===== config.mk =====
export PLATFORM = sky130hd
export DESIGN_NAME = ssd_port
export DESIGN_NICKNAME = d
export VERILOG_FILES = /design/src/inc/ssd_pkg.sv /design/src/core/ssd_port.sv /design/src/core/ssd_pin_sync.sv
export SDC_FILE = /design/constraint.sdc
export NUM_CORES = 1
export LEC_CHECK = 0
export ABC_CLOCK_PERIOD_IN_PS = 2450
export BUFFER_PORTS_ARGS = -buffer_cell sky130_fd_sc_hd__buf_2
export CAP_MARGIN = 20
export CORE_UTILIZATION = 49
export DETAILED_ROUTE_END_ITERATION = 7
export PLACE_DENSITY_LB_ADDON = 0.15
export SETUP_SLACK_MARGIN = 0.5
export SLEW_MARGIN = 30
export SYNTH_ARGS = -nofsm -noshare
export SYNTH_HDL_FRONTEND = slang
export SYNTH_SLANG_ARGS = --single-unit

===== constraint.sdc =====
create_clock -name pclk -period 2.45 [get_ports pclk]
set_input_delay 0.1225 -clock pclk [delete_from_list [all_inputs] [get_ports pclk]]
set_output_delay 0.1225 -clock pclk [all_outputs]
set_load 0.05 [all_outputs]

===== src/inc/ssd_pkg.sv =====
// Shared constants and types of the synchronous serial data port
`default_nettype none
package ssd_pkg;

  // Register indices and APB byte addresses (index times four)
  localparam logic [7:0] IDX_CTRL  = 8'h0A;
  localparam logic [7:0] IDX_STAT  = 8'h0B;
  localparam logic [7:0] IDX_DATA  = 8'h0C;
  localparam logic [7:0] ADDR_CTRL = IDX_CTRL << 2;
  localparam logic [7:0] ADDR_STAT = IDX_STAT << 2;
  localparam logic [7:0] ADDR_DATA = IDX_DATA << 2;

  // Control register fields
  localparam int B_SIE  = 7;
  localparam int B_SE   = 6;
  localparam int B_LSBF = 5;
  localparam int B_CONTROLLER_SELECT = 4;
  localparam int B_IDLE_CLOCK_LEVEL = 3;
  localparam int B_DATA_PIN_DRIVE_ENABLE = 2;
  localparam logic [7:0] CTRL_RESET = 8'h08;

  // Status register fields
  localparam int B_SF   = 7;
  localparam int B_ACCESS_CLASH_FLAG = 6;
  localparam int B_AUX  = 5;

  // Data register reset value
  localparam logic [7:0] DATA_RESET = 8'h00;

  // Bits per transfer
  localparam logic [3:0] LAST_BIT = 4'h7;
  localparam logic [3:0] BITS     = 4'h8;

  // Master clock half periods minus one, in pclk cycles
  localparam logic [3:0] HALF_M1_DIV16 = 4'h7;
  localparam logic [3:0] HALF_M1_DIV8  = 4'h3;
  localparam logic [3:0] HALF_M1_DIV4  = 4'h1;
  localparam logic [3:0] HALF_M1_DIV2  = 4'h0;

  // Port B pin positions taken over while enabled
  localparam int PB_AUX  = 3;
  localparam int PB_SCK  = 4;
  localparam int PB_SDIO = 5;

  typedef enum logic {ST_IDLE, ST_SHIFT} ssd_state_t;

endpackage
`default_nettype wire


===== src/core/ssd_port.sv =====
// Synchronous serial data port: registers, shifter, pins, power modes
//
// Behaviour
// - Eighth rising edge latches auxiliary pin level
// - Reset clears auxiliary capture bit
// - One 8-bit data register at 0x0C
// - Data writes during transfer are ignored
// - Data reads harmless, may show partial byte
// - Stop halts master shifting; master pins keep their levels
// - Slave keeps shifting on external clock in stop
// - No interrupt request while stopped
// - Done flag survives stop; request after exit
// - Port keeps running; interrupt wakes from wait
// - Enabled port overrides port B directions 3-5
// - Stored port B directions never modified
// - Done flag sets last rise; clears by sequence
// - Clash flag on data access mid-transfer
// - Disable aborts transfer, clears counter, floats pins
// - Sample on rising edge, shift on falling
//
// Register access over APB is this design's own decision.
`timescale 1ns/100ps
`default_nettype none
module ssd_port
  import ssd_pkg::*;
(
  input  wire logic        pclk,
  input  wire logic        presetn,
  input  wire logic        psel,
  input  wire logic        penable,
  input  wire logic        pwrite,
  input  wire logic [7:0]  paddr,
  input  wire logic [31:0] pwdata,
  input  wire logic [3:0]  pstrb,
  output logic      [31:0] prdata,
  output logic             pready,
  output logic             pslverr,
  input  wire logic        stop_mode,
  input  wire logic        sck_in,
  output logic             sck_out,
  output logic             sck_oe,
  input  wire logic        sdio_in,
  output logic             sdio_out,
  output logic             sdio_oe,
  input  wire logic        aux_sample_pin,
  input  wire logic [7:0]  portb_ddr,
  output logic      [7:0]  portb_dir,
  output logic             irq
);

  logic [7:0]  ctrl, next_ctrl;
  logic        sf, next_sf, access_clash_flag, next_access_clash_flag;
  logic        aux_cap, next_aux_cap, clr_arm, next_clr_arm;
  logic [7:0]  shift_data_reg, next_sdr;
  logic        sdio_q, next_sdio_q, sck_q, next_sck_q;
  logic        fell_seen, next_fell_seen;
  logic [3:0]  bit_cnt, next_bit_cnt, div_cnt, next_div_cnt;
  logic [3:0]  half_m1;
  ssd_state_t  st, next_st;
  logic [31:0] next_prdata;
  logic [2:0]  sync_q;
  logic        sck_s, sdio_s, aux_s, ext_rise, ext_fall;
  logic        acc, wr, rd, hit_ctrl, hit_stat, hit_data, data_acc;
  logic        tick, ev_rise, ev_fall, slv_start, start, abort;
  logic        act_rise, act_fall, tail_end, set_done, clash, clear;
  logic        head, done_irq_enable, se, lsbf, controller_select, idle_clock_level, data_pin_drive_enable;

  assign done_irq_enable  = ctrl[B_SIE];
  assign se   = ctrl[B_SE];
  assign lsbf = ctrl[B_LSBF];
  assign controller_select = ctrl[B_CONTROLLER_SELECT];
  assign idle_clock_level = ctrl[B_IDLE_CLOCK_LEVEL];
  assign data_pin_drive_enable = ctrl[B_DATA_PIN_DRIVE_ENABLE];

  // Pin inputs pass two flops before use
  ssd_pin_sync #(.WIDTH(3)) u_sync (
    .clk      (pclk),
    .rst_n    (presetn),
    .din      ({aux_sample_pin, sdio_in, sck_in}),
    .dout     (sync_q),
    .clk_rise (ext_rise),
    .clk_fall (ext_fall)
  );
  assign sck_s  = sync_q[0];
  assign sdio_s = sdio_oe ? sdio_q : sync_q[1];   // Own bit read unlagged
  assign aux_s  = sync_q[2];

  // Bus decode and transfer events
  always_comb
  begin
    acc      = psel & penable;
    wr       = acc & pwrite & pstrb[0];
    rd       = acc & ~pwrite;
    hit_ctrl = (paddr == ADDR_CTRL);
    hit_stat = (paddr == ADDR_STAT);
    hit_data = (paddr == ADDR_DATA);
    data_acc = acc & hit_data;
    unique case (ctrl[1:0])
      2'h0: half_m1 = HALF_M1_DIV16;
      2'h1: half_m1 = HALF_M1_DIV8;
      2'h2: half_m1 = HALF_M1_DIV4;
      2'h3: half_m1 = HALF_M1_DIV2;
    endcase
    // Master clock stands still in stop
    tick = (st == ST_SHIFT) & controller_select & se & ~stop_mode
         & (div_cnt == half_m1);
    // Slave edges keep coming in stop
    ev_rise = controller_select ? (tick & ~sck_q) : (ext_rise & se);
    ev_fall = controller_select ? (tick & sck_q) : (ext_fall & se);
    slv_start = (st == ST_IDLE) & se & ~controller_select
              & (idle_clock_level ? ev_fall : ev_rise);
    start = wr & hit_data & (st == ST_IDLE) & se & controller_select
          & ~sf & ~stop_mode;
    abort = ~se | (wr & hit_ctrl & controller_select & ~pwdata[B_CONTROLLER_SELECT]);
    act_rise = ev_rise & ((st == ST_SHIFT) | slv_start)
             & (bit_cnt < BITS);
    act_fall = ev_fall & ((st == ST_SHIFT) | slv_start)
             & (bit_cnt < BITS);
    tail_end = ev_fall & (st == ST_SHIFT) & (bit_cnt == BITS);
    set_done = act_rise & (bit_cnt == LAST_BIT);
    head     = lsbf ? shift_data_reg[0] : shift_data_reg[7];
  end

  // Shifter, bit counter and master clock next values
  always_comb
  begin
    next_st        = st;
    next_sdr       = shift_data_reg;
    next_sdio_q    = sdio_q;
    next_sck_q     = sck_q;
    next_fell_seen = fell_seen;
    next_bit_cnt   = bit_cnt;
    next_div_cnt   = div_cnt;
    if (abort)
    begin
      next_st        = ST_IDLE;
      next_bit_cnt   = 4'h0;
      next_fell_seen = 1'b0;
      next_div_cnt   = 4'h0;
      next_sck_q     = idle_clock_level;
    end
    else
    begin
      // Writes only land between transfers
      if (wr & hit_data & (st == ST_IDLE))
        next_sdr = pwdata[7:0];
      if (start | slv_start)
        next_st = ST_SHIFT;
      if (start)
        next_div_cnt = 4'h0;
      else if ((st == ST_SHIFT) & controller_select & ~stop_mode)
        next_div_cnt = tick ? 4'h0 : div_cnt + 4'h1;
      if (tick)
        next_sck_q = ~sck_q;
      else if (st == ST_IDLE)
        next_sck_q = idle_clock_level;
      // First bit waits on the pin before the first rise
      if ((st == ST_IDLE) & ~idle_clock_level & ~slv_start)
        next_sdio_q = head;
      if (act_fall)
      begin
        next_sdio_q    = head;
        next_fell_seen = 1'b1;
      end
      if (act_rise)
      begin
        next_sdr = lsbf ? {sdio_s, shift_data_reg[7:1]}
                        : {shift_data_reg[6:0], sdio_s};
        next_bit_cnt = bit_cnt + 4'h1;
        if (set_done & ~(controller_select & ~idle_clock_level))
        begin
          next_st        = ST_IDLE;
          next_bit_cnt   = 4'h0;
          next_fell_seen = 1'b0;
        end
      end
      // Master with low idle level returns the clock low
      if (tail_end)
      begin
        next_st        = ST_IDLE;
        next_bit_cnt   = 4'h0;
        next_fell_seen = 1'b0;
      end
    end
  end

  always_ff @(posedge pclk or negedge presetn)
  begin
    if (!presetn)
    begin
      st        <= ST_IDLE;
      shift_data_reg       <= DATA_RESET;
      sdio_q    <= 1'b0;
      sck_q     <= 1'b1;
      fell_seen <= 1'b0;
      bit_cnt   <= 4'h0;
      div_cnt   <= 4'h0;
    end
    else
    begin
      st        <= next_st;
      shift_data_reg       <= next_sdr;
      sdio_q    <= next_sdio_q;
      sck_q     <= next_sck_q;
      fell_seen <= next_fell_seen;
      bit_cnt   <= next_bit_cnt;
      div_cnt   <= next_div_cnt;
    end
  end

  // Control, flags and read data next values
  always_comb
  begin
    next_ctrl = (wr & hit_ctrl) ? pwdata[7:0] : ctrl;
    next_aux_cap = set_done ? aux_s : aux_cap;
    clash = data_acc & (st == ST_SHIFT) & fell_seen
          & (bit_cnt < BITS);
    clear = data_acc & clr_arm;
    next_sf   = set_done | (sf & ~clear);
    next_access_clash_flag = clash | (access_clash_flag & ~clear);
    if (rd & hit_stat & prdata[B_SF])
      next_clr_arm = 1'b1;
    else if (clear)
      next_clr_arm = 1'b0;
    else
      next_clr_arm = clr_arm;
    next_prdata = prdata;
    // Read data sampled in the setup cycle; status and data reads feed the flag logic
    if (psel & ~penable)
    begin
      next_prdata = 32'h0000_0000;
      if (hit_ctrl)
        next_prdata[7:0] = ctrl;
      else if (hit_stat)
        next_prdata[7:0] = {sf, access_clash_flag, aux_cap, 5'h00};
      else if (hit_data)
        next_prdata[7:0] = shift_data_reg;
    end
  end

  always_ff @(posedge pclk or negedge presetn)
  begin
    if (!presetn)
    begin
      ctrl    <= CTRL_RESET;
      sf      <= 1'b0;
      access_clash_flag    <= 1'b0;
      aux_cap <= 1'b0;
      clr_arm <= 1'b0;
      prdata  <= 32'h0000_0000;
    end
    else
    begin
      ctrl    <= next_ctrl;
      sf      <= next_sf;
      access_clash_flag    <= next_access_clash_flag;
      aux_cap <= next_aux_cap;
      clr_arm <= next_clr_arm;
      prdata  <= next_prdata;
    end
  end

  // Bus answer, pins and port B direction view
  assign pready   = 1'b1;
  assign pslverr  = acc & ~(hit_ctrl | hit_stat | hit_data);
  assign sck_out  = sck_q;
  assign sck_oe   = se & controller_select;
  assign sdio_out = sdio_q;
  assign sdio_oe  = se & data_pin_drive_enable;
  // Stopped: request held back; flag kept for after exit
  assign irq = sf & done_irq_enable & ~stop_mode;

  // Override leaves the stored direction bits untouched
  always_comb
  begin
    portb_dir = portb_ddr;
    if (se)
    begin
      portb_dir[PB_AUX]  = 1'b0;
      portb_dir[PB_SCK]  = controller_select;
      portb_dir[PB_SDIO] = data_pin_drive_enable;
    end
  end
endmodule // ssd_port
`default_nettype wire


===== src/core/ssd_pin_sync.sv =====
// Two-stage pin synchroniser with edge detection on lane zero
`timescale 1ns/100ps
`default_nettype none
module ssd_pin_sync #(
  parameter int WIDTH = 3
) (
  input  wire logic             clk,
  input  wire logic             rst_n,
  input  wire logic [WIDTH-1:0] din,
  output logic      [WIDTH-1:0] dout,
  output logic                  clk_rise,
  output logic                  clk_fall
);

  logic [WIDTH-1:0] meta;
  logic             lane0_d;

  // One synchroniser per lane; first stage feeds only the second
  genvar i;
  generate
    for (i = 0; i < WIDTH; i++) begin : g_lane
      always_ff @(posedge clk or negedge rst_n)
      begin
        if (!rst_n)
        begin
          meta[i] <= 1'b0;
          dout[i] <= 1'b0;
        end
        else
        begin
          meta[i] <= din[i];
          dout[i] <= meta[i];
        end
      end
    end
  endgenerate

  // Delayed copy of lane zero for edge finding
  always_ff @(posedge clk or negedge rst_n)
  begin
    if (!rst_n)
      lane0_d <= 1'b0;
    else
      lane0_d <= dout[0];
  end

  assign clk_rise = dout[0] & ~lane0_d;
  assign clk_fall = ~dout[0] & lane0_d;

endmodule // ssd_pin_sync
`default_nettype wire


======== After elaboration in Yosys (flattened, before gate mapping) ========
Cells that the tools add are included.
word-level totals
  bits in registers ....................... 47
  input port bits ......................... 61
  output and inout port bits .............. 47
cells by class
  add/subtract/negate cells ............... 2
  magnitude comparators ................... 1
  equal/unequal tests ..................... 10
  muxes and demuxes ....................... 38
  bitwise operators ....................... 77
  reductions and logical operators ........ 8
operator list
  kind                                                    number
  AND 1 bit                                               53
  two-way mux 8 bit                                       6
  two-way mux 4 bit                                       8
  == test 8 x 6 -> 1 bit (second input constant)          3
  two-way mux 1 bit                                       22
  NOT 1 bit                                               17
  one-hot mux 4 bit (4 select lines)                      1
  adder 4 x 1 -> 4 bit (second input constant)            2
  bitwise OR 1 bit                                        7
  nonzero test 2 bit                                      3
  nonzero test 3 bit                                      2
  == test 2 bit (second input constant)                   2
  == test 4 x 3 -> 1 bit (second input constant)          1
  == test 4 bit                                           1
  == test 4 bit (second input constant)                   1
  less-than comparator 4 bit (second input constant)      1
  AND reduction 2 bit                                     2
  two-way mux 3 bit                                       1
  inequality test 3 x 1 -> 1 bit (second input constant)  1
  == test 2 x 1 -> 1 bit (second input constant)          1
  zero test 2 bit                                         1

======== Depth between registers and ports, before layout ========
Gate-level depths: netlist of the first run.
  depth in word-level cells ............... 17
  depth in mapped cells ................... 8
  mapped depth without buffers ............ 6

======== Hierarchy ========
From an unflattened synthesis of the first run, not the netlist that was laid out.
unflattened totals
  cell total of the unflattened synthesis .. 282
  area, all modules ....................... 2763.9 µm²
modules (own cells, without submodules)
  module        times used  cells an instance  area an instance (µm²)
  ssd_port      1           273                2573.7
  ssd_pin_sync  1           9                  190.2

======== Worst setup path after synthesis of the first run ========
Ideal clock, no wire load.
  path type ............................... flip-flop to flip-flop
  start ................................... reg div_cnt[0]
  end ..................................... reg aux_cap
  setup time .............................. 0.125 ns
  data arrival time ....................... 1.826 ns
  data required time ...................... 2.325 ns
  slack ................................... 0.500 ns
  stages on the path, launching flop included .. 8
  buffers on the path ..................... 1
  clock period less this slack ............ 1.950 ns
  cell sequence ........................... dfrtp_1 and3_1 nor4_2 nand3b_1 a21o_1 buf_6 nor2_1 mux2_2
between the ends
  word-level cells in the longest chain between the ends .. 10
RTL lines
  what                                  line                              text
  start: declaration                    ssd_port.sv:57                    logic [3:0] bit_cnt, next_bit_cnt, div_cnt, next_div_cnt;
  start signal: assignment              ssd_port.sv:207                   div_cnt <= next_div_cnt;
  == test 4 bit *                       ssd_port.sv:106                   & (div_cnt == half_m1);
  AND 1 bit *                           ssd_port.sv:106
  AND 1 bit (on tied branches)          ssd_port.sv:108, ssd_port.sv:109
  two-way mux 1 bit (on tied branches)  ssd_port.sv:108, ssd_port.sv:109
  two-way mux 1 bit                     ssd_port.sv:111                   & (idle_clock_level ? ev_fall : ev_rise);
  AND 1 bit                             ssd_port.sv:111
  bitwise OR 1 bit                      ssd_port.sv:115                   act_rise = ev_rise & ((st == ST_SHIFT) | slv_start)
  AND 1 bit *                           ssd_port.sv:115
  AND 1 bit *                           ssd_port.sv:116                   & (bit_cnt < BITS);
  AND 1 bit *                           ssd_port.sv:120                   set_done = act_rise & (bit_cnt == LAST_BIT);
  end signal: assignment                ssd_port.sv:257                   aux_cap <= next_aux_cap;
  end: declaration                      ssd_port.sv:53                    logic aux_cap, next_aux_cap, clr_arm, next_clr_arm;
Mark *: on every way between the ends. The rest lies on a longest branch, timed or not.
A chain may end at the register's enable or synchronous reset.

======== Worst setup path after layout of the first run ========
  start ................................... reg div_cnt[2]
  end ..................................... reg sdio_q, in the netlist sdio_out
between the ends
  word-level cells in the longest chain between the ends .. 11
RTL lines
  what                                  line                              text
  == test 4 bit *                       ssd_port.sv:106
  AND 1 bit *                           ssd_port.sv:106
  AND 1 bit (on tied branches)          ssd_port.sv:108, ssd_port.sv:109
  two-way mux 1 bit (on tied branches)  ssd_port.sv:108, ssd_port.sv:109
  two-way mux 1 bit                     ssd_port.sv:111
  AND 1 bit                             ssd_port.sv:111
  bitwise OR 1 bit                      ssd_port.sv:117                   act_fall = ev_fall & ((st == ST_SHIFT) | slv_start)
  AND 1 bit                             ssd_port.sv:117
  AND 1 bit                             ssd_port.sv:118                   & (bit_cnt < BITS);
  nonzero test 2 bit (no line)          n/a
  AND reduction 2 bit (no line)         n/a
  end signal: assignment                ssd_port.sv:203                   sdio_q <= next_sdio_q;
  end: declaration                      ssd_port.sv:55                    logic sdio_q, next_sdio_q, sck_q, next_sck_q;
Marks and branches as above.

==> results_dict.tcl, run 1 <==
set metrics [dict create \
    status "finished, final reports clean" \
    via_count 2259 \
    nFillCells 472 \
    firstDrtPassIters 4 \
    power.share.clock_pct 29.7 \
    ir_drop_uv 285.6 \
    slew_headroom_pct 59.47 \
    ant_nets 0 \
    grt_max_degree 48 \
    wire_per_inst_um 14.59 \
    nNetsFinal 417 \
    seqCellArea_um2 1186 \
    maxCapViolCount 0 \
    cts_buffers 5 \
    fin_tns_setup_ps 0 \
    cp_num_buf_inv 0 \
    numPortBuffers 45 \
    crit_fanout 4 \
    syn_inst 292 \
    ys_ff_latch 47 \
    drt_iter0_drc 135 \
    synth_top_cell_by_area "dfrtp_1" \
    row_count 26 \
    cp-end-kind "flop" \
    cp_cell_sequence "xnor2_2 -> o32ai_4 -> nand4_1 -> a221oi_2 -> o21ai_1 -> mux2_4" \
    routed_via_density 5.328 \
    synth_ff_type "dfrtp_1" \
    rsz0062_at_grt "true" \
    grt_usage_pct 21.80 \
    clk_path_buf_depth 2 \
    grt_pass1_vias 2098 \
    ys_seq_area_share_pct 43.61 \
    multi_input_area_um2 1368 \
    power.leakage_nw 1.436 \
    core_region_area_um2 5205 \
    diodes 0 \
    ys_warn_count 0 \
    period_share_pct 83.67 \
    hold_viol 0 \
    hold_path_class "in2reg" \
    syn_avg_cell_area_um2 9.255 \
    power_density_nw_per_um2 483.5 \
    required_ps 2640 \
    utilization_pct 62.02 \
    drive_gt1_share_pct 31.36 \
    num_io_pins 108 \
    routabilityCongestion 0.8637 \
    power.switching_w 0.0005002 \
    skew_ps 6.712 \
    yosysMostFrequentCell "dfrtp_1" \
    dp_hpwl_um 4328 \
    antenna_found_initial 0 \
    synth_area_leaders "dfrtp_1 42%, buf_4 9.2%, nand2_1 5.3%" \
    routed_wl_um 6185 \
    grt.overflow.total 0 \
    whs_ps 22.31 \
    worst_slew_pin_slew_ps 607.9 \
    drc 0 \
    seqPwrFrac_pct 52.2 \
    slowest_delay_ps 450 \
    cts_root_buffer "clkbuf_8" \
    fmax_mhz 487.8 \
    cp_top_family "compound AO/OA/AOI/OAI gates" \
    p_comb_share_pct 18.1 \
    critical_path_class "reg2reg" \
    clk_pin_slew_ps 90 \
    numClockSinks 47 \
    internal-power_w 0.001060 \
    min_period_ps 2050 \
    dieArea_um2 5816 \
    die_w_um 76.27 \
    synth_area_um2 2703 \
    clk-insertion-delay-late_ps 300 \
    maxSlewViolCount 0 \
    synth_edf_count 0 \
    die_y_um 76.27 \
    ys_async_sr_fraction_pct 100.0 \
    cp_slowest_cell "dfrtp_2" \
    start_util_pct 51.92 \
    yosys.area.top_type_share_pct 41.67 \
    h-tree-depth 2 \
    area_delta_synth_final_pct 19.44 \
    switching_share_pct 32.05 \
    worst-endpoint-arrival_ps 2240 \
    synth_cell_types 47 \
    critPathLaunchType "flop" \
    grt_first_pass_wirelength_um 10020 \
    ys_top_cells_by_count "45 x dfrtp_1, 38 x nand2_1, 33 x buf_4, 22 x nor2_1, 20 x a21oi_1" \
    final-setup-viol-count 0 \
    cts_tree "done" \
]
## cells by family (layout without fill, tap and decap cells)
family,after synthesis,in the layout,share of synthesized area [%]
DFF,47,47,43.61
buffers and inverters,55,94,12.59
and+or+nand+nor,101,101,18.52
other,2,25,0.2779
muxes,17,17,6.621
adders and majority gates,3,3,1.389
AOI/OAI and AO/OA,64,64,16.02
xor gates and xnor gates,3,3,0.9724
## metal layers
layer	global-route usage (%)	vias to the layer above	part of all wire (%)
met5	0	-	0
met4	5.577	0	1.4
met3	4.311	12	6.3
met2	33.96	93	46
met1	31.04	1069	47
li1	-	1085	-
## through the flow
| stage | power (W) | std cells | area (um2) | worst slack, ps |
|---|---|---|---|---|
| 2_1_floorplan | 0.001085 | 315 | 2798 | 534.5 |
| 3_3_place_gp | 0.001101 | 395 | 2868 | 367.2 |
| 3_5_place_dp | 0.001105 | 395 | 2868 | 324.8 |
| 4_1_cts | 0.001574 | 414 | 3063 | 472.5 |
| 5_1_grt | 0.001624 | 424 | 3228 | 288.8 |
| 6_report | 0.001561 | 424 | 3228 | 400.2 |
## power by group through the flow
stage	Combinational [W]	Sequential [W]	Clock, W
finish	0.000283	0.000815	0.000463
global placement	0.000272	0.000829	0
detailed placement	0.000274	0.000830	0
global route	0.000301	0.000819	0.000505
CTS	0.000281	0.000815	0.000479
floorplan	0.000191	0.000893	0
## timing repair
item                                    4_1_cts  5_1_grt
hold buffers                                  4        0
resized for setup                             6       26
setup buffers                                 7       10
endpoints found under the setup margin       12       16
endpoints found under the hold margin        48        0
pin swaps                                     7       12
## placed cells by master, fill, tap and decap left out, types with 8 or more instances in the layout
cell type | Yosys | final
buf_2 | 2 | 45
nand2_1 | 38 | 37
a21oi_1 | 20 | 19
conb_1 | 2 | 25
o21ai_0 | 12 | 10
dfrtp_1 | 45 | 39
inv_1 | 14 | 14
nor2_1 | 22 | 19
mux2i_1 | 10 | 10
nand3_1 | 8 | 8
buf_4 | 33 | 20
## area by class of cell
cell class,count,share of cell area [%]
Inverter,14,1.628
Timing Repair Buffer,72,13.91
Tap cell,70,2.713
Multi-Input combinational cell,213,42.36
Clock buffer,6,2.248
Clock inverter,2,0.3876
Sequential cell,47,36.74
## path summary, 6_finish.rpt
path                                start              to  slack (ps)  cells past startpoint
max                            div_cnt[2]        sdio_out         400                      6
min                                pwrite         clr_arm          20                      2
max reg2reg                    div_cnt[2]        sdio_out         400                      6
min reg2reg                u_sync.meta[0]  u_sync.dout[0]         350                      0
max in group asynchronous         presetn         ctrl[1]        1560                      3
min in group asynchronous         presetn  u_sync.meta[0]         450                      3
Power figures use the tool's default switching activity.
==> run 2: changes to the inputs <==
- ABC_AREA: not set -> 1
- ABC_CLOCK_PERIOD_IN_PS: 2450 -> 1700
- CORE_UTILIZATION: 49 -> 45
- clock period: 2.45 -> 1.7 ns (I/O delays scaled with it)
==> run 2 against run 1 <==
Net effect: the run now ends with negative setup slack left; clock power grew 93%; utilization increased by 2.2 points; flip-flop and latch count did not move; critical path depth grew 5; synthesized cell count increased by 28%; sequential share of layout area is 6.2 points lower; area after synthesis is 6.4% higher; clock skew is essentially flat; first-iteration DRC count is 73% higher; final cell count up 29%; count of clock-buffer cells in the layout unchanged; critical path type unchanged; critical endpoint is now shift_data_reg[5]; largest power group unchanged; highest routed layer unchanged.
==> results_dict.tcl, run 2 <==
set metrics [dict create \
    start_util_pct 47.74 \
    diodes 0 \
    skew_ps 6.448 \
    critical_path_class "reg2reg" \
    numClockSinks 47 \
    synth_area_leaders "dfrtp_1 39%, nand2_1 15%, buf_4 8.4%" \
    maxCapViolCount 0 \
    routed_via_density 5.017 \
    syn_inst 375 \
    crit_fanout 8 \
    antenna_found_initial 0 \
    whs_ps 23.12 \
    power_density_nw_per_um2 628.0 \
    ys_seq_area_share_pct 40.97 \
    synth_top_cell_by_area "dfrtp_1" \
    layout_commonest_cell "nand2_1" \
    cp_num_buf_inv 0 \
    wire_per_inst_um 13.72 \
    hold_path_class "in2reg" \
    cp_top_family "simple AND/OR/NAND/NOR gates" \
    ys_top_cells_by_count "115 x nand2_1, 45 x dfrtp_1, 37 x inv_1, 32 x buf_4, 32 x nor2_1" \
    dpl_cell_area_um2 3267 \
    routed_wl_um 7480 \
    nFillCells 499 \
    status "complete, but fails checks" \
    dp_cells 512 \
    finalInstanceArea_um2 3869 \
    layout_common_cells "104 x nand2_1, 42 x dfrtp_1, 37 x buf_2, 37 x buf_4, 31 x inv_1" \
    grt_first_pass_wirelength_um 11610 \
    grt_pass1_vias 2456 \
    cp_slowest_cell "dfrtp_2" \
    slowest_delay_ps 460 \
    die_w_um 81.95 \
    nNetsFinal 533 \
    drc 0 \
    setup_ws_ps -158.5 \
    h-tree-depth 2 \
    synth_cell_types 38 \
    cts_tree "done" \
    worst-endpoint-arrival_ps 2110 \
    row_count 28 \
    synth_area_um2 2877 \
    cp-end-kind "flop" \
    yosysMostFrequentCell "nand2_1" \
    routabilityCongestion 0.8658 \
    seqCellArea_um2 1182 \
    ir_drop_uv 538.7 \
    drt_iter0_drc 233 \
    min_period_ps 1859 \
    required_ps 1950 \
    critPathLaunchType "flop" \
    clk-insertion-delay-late_ps 310 \
    area_delta_synth_final_pct 34.49 \
    grt_usage_pct 23.48 \
    dieArea_um2 6716 \
    grt_max_degree 28 \
    fmax_mhz 538.1 \
    period_share_pct 109.3 \
    violations "negative setup slack" \
    utilization_pct 64.20 \
    via_count 2734 \
    multi_input_area_um2 1518 \
    worst_slew_pin_slew_ps 520.2 \
    finalPower_w 0.002430 \
    die_y_um 81.95 \
    slew_headroom_pct 65.32 \
    grt.overflow.total 0 \
    core_region_area_um2 6026 \
    cts_buffers 5 \
    ys_warn_count 0 \
    final-setup-viol-count 17 \
    drive_gt1_share_pct 35.11 \
    cp_cell_sequence "o21ai_1 -> nand2_1 -> nor2_4 -> nand3_2 -> nand3_2 -> nand3_2 -> nand2_4 -> nand3_4 -> a21oi_4 -> nand2_1 -> nand2_1" \
    cts_root_buffer "clkbuf_8" \
    ys_async_sr_fraction_pct 100.0 \
    firstDrtPassIters 4 \
    hold_viol 0 \
    ant_nets 0 \
    power.leakage_nw 1.978 \
    maxSlewViolCount 0 \
    fin_cells 545 \
    dp_hpwl_um 5203 \
    synth_edf_count 0 \
    clk_pin_slew_ps 90 \
    synth_ff_type "dfrtp_1" \
    num_io_pins 108 \
    ys_ff_latch 47 \
    syn_avg_cell_area_um2 7.671 \
    numPortBuffers 45 \
    yosys.area.top_type_share_pct 39.15 \
    rsz0062_at_grt "true" \
    clk_path_buf_depth 2 \
]
[run 2: cell types whose count changed after synthesis, sizes merged, moves of 6 or more]
| cell | before | now |
|---|---|---|
| a21oi | 21 | 7 |
| inv | 14 | 38 |
| mux2i | 10 | 1 |
| nand2 | 38 | 119 |
| nand3 | 8 | 21 |
| nand4 | 6 | 12 |
| nor2 | 22 | 35 |
| nor2b | 7 | 0 |
| nor3 | 0 | 6 |
| o21ai | 13 | 20 |
| o221ai | 6 | 0 |
[run 2: kinds of logic after synthesis]
kind of cell | after synthesis | synth area share, %
muxes | 8 | 3.088
adders and majority gates | 3 | 1.305
buffers and inverters | 77 | 14.79
DFF | 47 | 40.97
and+or+nand+nor | 196 | 30.62
xor gates and xnor gates | 4 | 1.218
other | 2 | 0.2611
AOI/OAI and AO/OA | 38 | 7.743
[run 2: metrics by stage]
| stage | setup TNS, ps | worst slack [ps] |
|---|---|---|
| 3_3_place_gp | -910.5 | -98.26 |
| 2_1_floorplan | -351.6 | -34.58 |
| 6_report | -1617 | -158.5 |
| 3_5_place_dp | -1536 | -131.9 |
| 5_1_grt | -4026 | -300.4 |
| 4_1_cts | -1293 | -125.7 |
[run 2: where the power goes]
| group | switching (W) | internal (W) |
|---|---|---|
| logic | 0.000288 | 0.0000921 |
| clock network | 0.000410 | 0.000484 |
| registers | 0.0000123 | 0.00114 |
[run 2: final cells by class]
type / instances / area share [%]
flip-flops and latches: 47 / 30.56
multi-input cells: 274 / 39.23
repair buffers: 102 / 20.70
clock buffers: 6 / 2.135
clock inverters: 2 / 1.003
well taps: 75 / 2.426
inverters: 39 / 3.946
[run 2: worst paths after layout]
check	slack (ps)	start	cells past startpoint	endpoint
worst max-delay path	-160	ctrl[1]	11	shift_data_reg[5]
min in group asynchronous	280	presetn	2	st
max in group asynchronous	830	presetn	3	ctrl[3]
worst min-delay path	20	pwdata[5]	2	ctrl[5]
worst max register to register	-160	ctrl[1]	11	shift_data_reg[5]
worst min register to register	350	u_sync.meta[0]	0	u_sync.dout[0]
[run 2: repair_timing]
| item | in CTS | in global routing |
|---|---|---|
| pin swaps | 6 | 12 |
| gates resized for setup | 49 | 35 |
| endpoints found under the setup margin | 29 | 37 |
| hold endpoints to repair | 22 | 0 |
| setup buffers | 11 | 10 |
| hold buffers | 4 | 0 |
[run 2: per-layer routing]
metal | vias to the layer above | track usage [%] | share of wire (%)
li1 | 1339 | - | -
met1 | 1276 | 31.21 | 44
met2 | 102 | 38.02 | 48
met3 | 17 | 3.444 | 6.3
met4 | 0 | 9.825 | 1.8
met5 | - | 0 | 0
==> run 3: changes to the inputs <==
--- a/config.mk
+++ b/config.mk
@@ -12,4 +12,5 @@
 export CORE_UTILIZATION = 45
 export DETAILED_ROUTE_END_ITERATION = 7
+export HOLD_SLACK_MARGIN = 0.06
 export PLACE_DENSITY_LB_ADDON = 0.15
 export SETUP_SLACK_MARGIN = 0.5
@@ -18,2 +19,3 @@
 export SYNTH_HDL_FRONTEND = slang
 export SYNTH_SLANG_ARGS = --single-unit
+export TNS_END_PERCENT = 50
==> constraint.sdc (replaced) <==
create_clock -name pclk -period 1.7 [get_ports pclk]
set_input_delay 0.17 -clock pclk [delete_from_list [all_inputs] [get_ports pclk]]
set_output_delay 0.17 -clock pclk [all_outputs]
set_load 0.05 [all_outputs]
==> run 3 against run 2 <==
Net effect: the flow still finishes with violations (negative setup slack); routed wire length is 4.2% lower; highest routed layer unchanged; die area stayed put; critical path type unchanged; critical endpoint is now sdio_out; largest cell class unchanged; first-iteration DRC count is 35% lower; final cell count is 1.1% lower; non-clock buffer count is 6 lower.
==> results_dict.tcl, run 3 (synthesized netlist as in run 2, its figures left out) <==
set metrics [dict create \
    cts_buffers 5 \
    layout_common_cells "104 x nand2_1, 44 x dfrtp_1, 38 x buf_2" \
    skew_ps 5.575 \
    ff2ff_path_depth 12 \
    internal-power_w 0.001519 \
    clk-insertion-delay-late_ps 300 \
    period_share_pct 108.0 \
    grt_first_pass_wirelength_um 11070 \
    num_io_pins 108 \
    status "complete, but fails checks" \
    h-tree-depth 2 \
    power.leakage_nw 1.916 \
    seqPwrFrac_pct 52.5 \
    hold_viol 0 \
    rsz0062_at_grt "true" \
    hold_path_class "in2reg" \
    start_util_pct 47.74 \
    fin_tns_setup_ps -1894 \
    wire_per_inst_um 13.29 \
    row_count 28 \
    die_w_um 81.95 \
    cp_slowest_cell "dfrtp_2" \
    cp-end-kind "flop" \
    violations "negative setup slack" \
    rrSetupSlack_ps -140 \
    drc 0 \
    via_count 2689 \
    area_delta_synth_final_pct 30.36 \
    antenna_found_initial 0 \
    fmax_mhz 544.5 \
    firstDrtPassIters 5 \
    p_comb_share_pct 17.4 \
    cp_cell_sequence "o21ai_1 -> nand2_1 -> nor2_4 -> nand3_2 -> buf_4 -> buf_4 -> nand2_1 -> nand3_1 -> nand2_1 -> nand2_1 -> nand2_1 -> nand2_1" \
    dieArea_um2 6716 \
    required_ps 1890 \
    numClockSinks 47 \
    routabilityCongestion 0.9221 \
    worst-endpoint-arrival_ps 2030 \
    finalInstanceArea_um2 3750 \
    ir_drop_uv 417.1 \
    final-setup-viol-count 17 \
    maxSlewViolCount 0 \
    worstSetupStartpoint "ctrl[1]" \
    numPortBuffers 45 \
    die_y_um 81.95 \
    layout_commonest_cell "nand2_1" \
    maxCapViolCount 0 \
    power.switching_w 0.0006769 \
    dpl_cell_area_um2 3318 \
    nNetsFinal 527 \
    diodes 0 \
    clk_path_buf_depth 2 \
    setup_ws_ps -136.6 \
    cp_common_cell "nand2_1" \
    reg2reg_from "ctrl[1]" \
    dp_cells 518 \
    grt_pass1_vias 2349 \
    grt_usage_pct 22.20 \
    clk_pin_slew_ps 80 \
    r2r_end "sdio_out" \
    grt.overflow.total 0 \
    min_period_ps 1837 \
    drive_gt1_share_pct 34.27 \
    power_density_nw_per_um2 585.5 \
    dp_hpwl_um 5349 \
    critPathLaunchType "flop" \
    routed_via_density 4.989 \
    routed_wl_um 7165 \
    cts_tree "done" \
    grt_max_degree 31 \
    fin_cells 539 \
    cts_root_buffer "clkbuf_8" \
    crit_fanout 7 \
    finalPower_w 0.002195 \
    ant_nets 0 \
    core_region_area_um2 6026 \
    critical_path_class "reg2reg" \
    power.share.clock_pct 30.0 \
    switching_share_pct 30.83 \
    drt_iter0_drc 152 \
    slowest_delay_ps 450 \
    critPathCapture "sdio_out" \
]
==> run 3: cell count changes in the layout (fill, tap and decap cells not counted), moves of 2 or more <==
cell      delta
buf_6        -6
dfrtp_2      -2
clkinv_2     +3
dfrtp_1      +2
nor2_1       -2
inv_2        +3
==> run 3: worst min-delay path by stage <==
stage | start | to | slack [ps] | cells past startpoint
after floorplan | presetn | access_clash_flag | -130 | 0
after global placement | presetn | u_sync.meta[0] | 140 | 1
after detailed placement | presetn | u_sync.meta[0] | 140 | 1
after CTS | pwdata[5] | ctrl[5] | 110 | 2
after global routing | pwdata[5] | ctrl[5] | 120 | 2
final | pwdata[5] | ctrl[5] | 120 | 2
==> run 3: area by class of cell <==
type / instances / area (um2)
inverter: 39 / 146.4
sequential: 47 / 1180
timing repair buffer: 96 / 730.7
tap: 75 / 93.84
clock inverter: 3 / 15.01
clock buffer: 5 / 68.82
fill: 560 / 2276
multi-input combinational: 274 / 1515
==> run 3: power by group through the flow <==
stage,Sequential (W),Clock (W),Combinational [W]
floorplan,0.00123,0,0.000269
global placement,0.00117,0,0.000351
detailed placement,0.00118,0,0.000352
CTS,0.00115,0.000676,0.000368
global route,0.00116,0.000708,0.000414
finish,0.00115,0.000659,0.000383
==> run 3: metrics by stage <==
stage / hold WS (ps) / setup slack (ps) / util, %
6_report: 115.2 / -136.6 / 62.23
3_5_place_dp: 138.4 / -194.6 / 55.07
5_1_grt: 120.2 / -288.0 / 62.23
4_1_cts: 108.3 / -130.9 / 59.26
2_1_floorplan: -125.6 / -34.93 / -
3_3_place_gp: 139.2 / -146.4 / 55.07
==> run 3: metal layers <==
metal / GRT usage (%) / up-vias / routed length (um) / part of all wire [%]
li1: - / 1330 / - / -
met2: 36.28 / 82 / 3369 / 47
met1: 30.26 / 1269 / 3364 / 47
met4: 6.491 / 0 / 75 / 1.0
met5: 0 / - / 0 / 0
met3: 3.333 / 8 / 356 / 5.0
==> run 3: worst max-delay path, delay by kind of cell, from the launching register on <==
kind            cells  cell delay (ps)
buf+inv             2              260
simple gates        9              880
compound gates      1              150
flops               1              450
==> run 3: timing repair <==
action,4_1_cts,5_1_grt
endpoints found under the setup margin,31,42
gates resized for setup,32,51
pin swaps,8,19
hold endpoints to repair,19,0
hold buffers,4,0
setup buffers,3,5
gates cloned,0,1
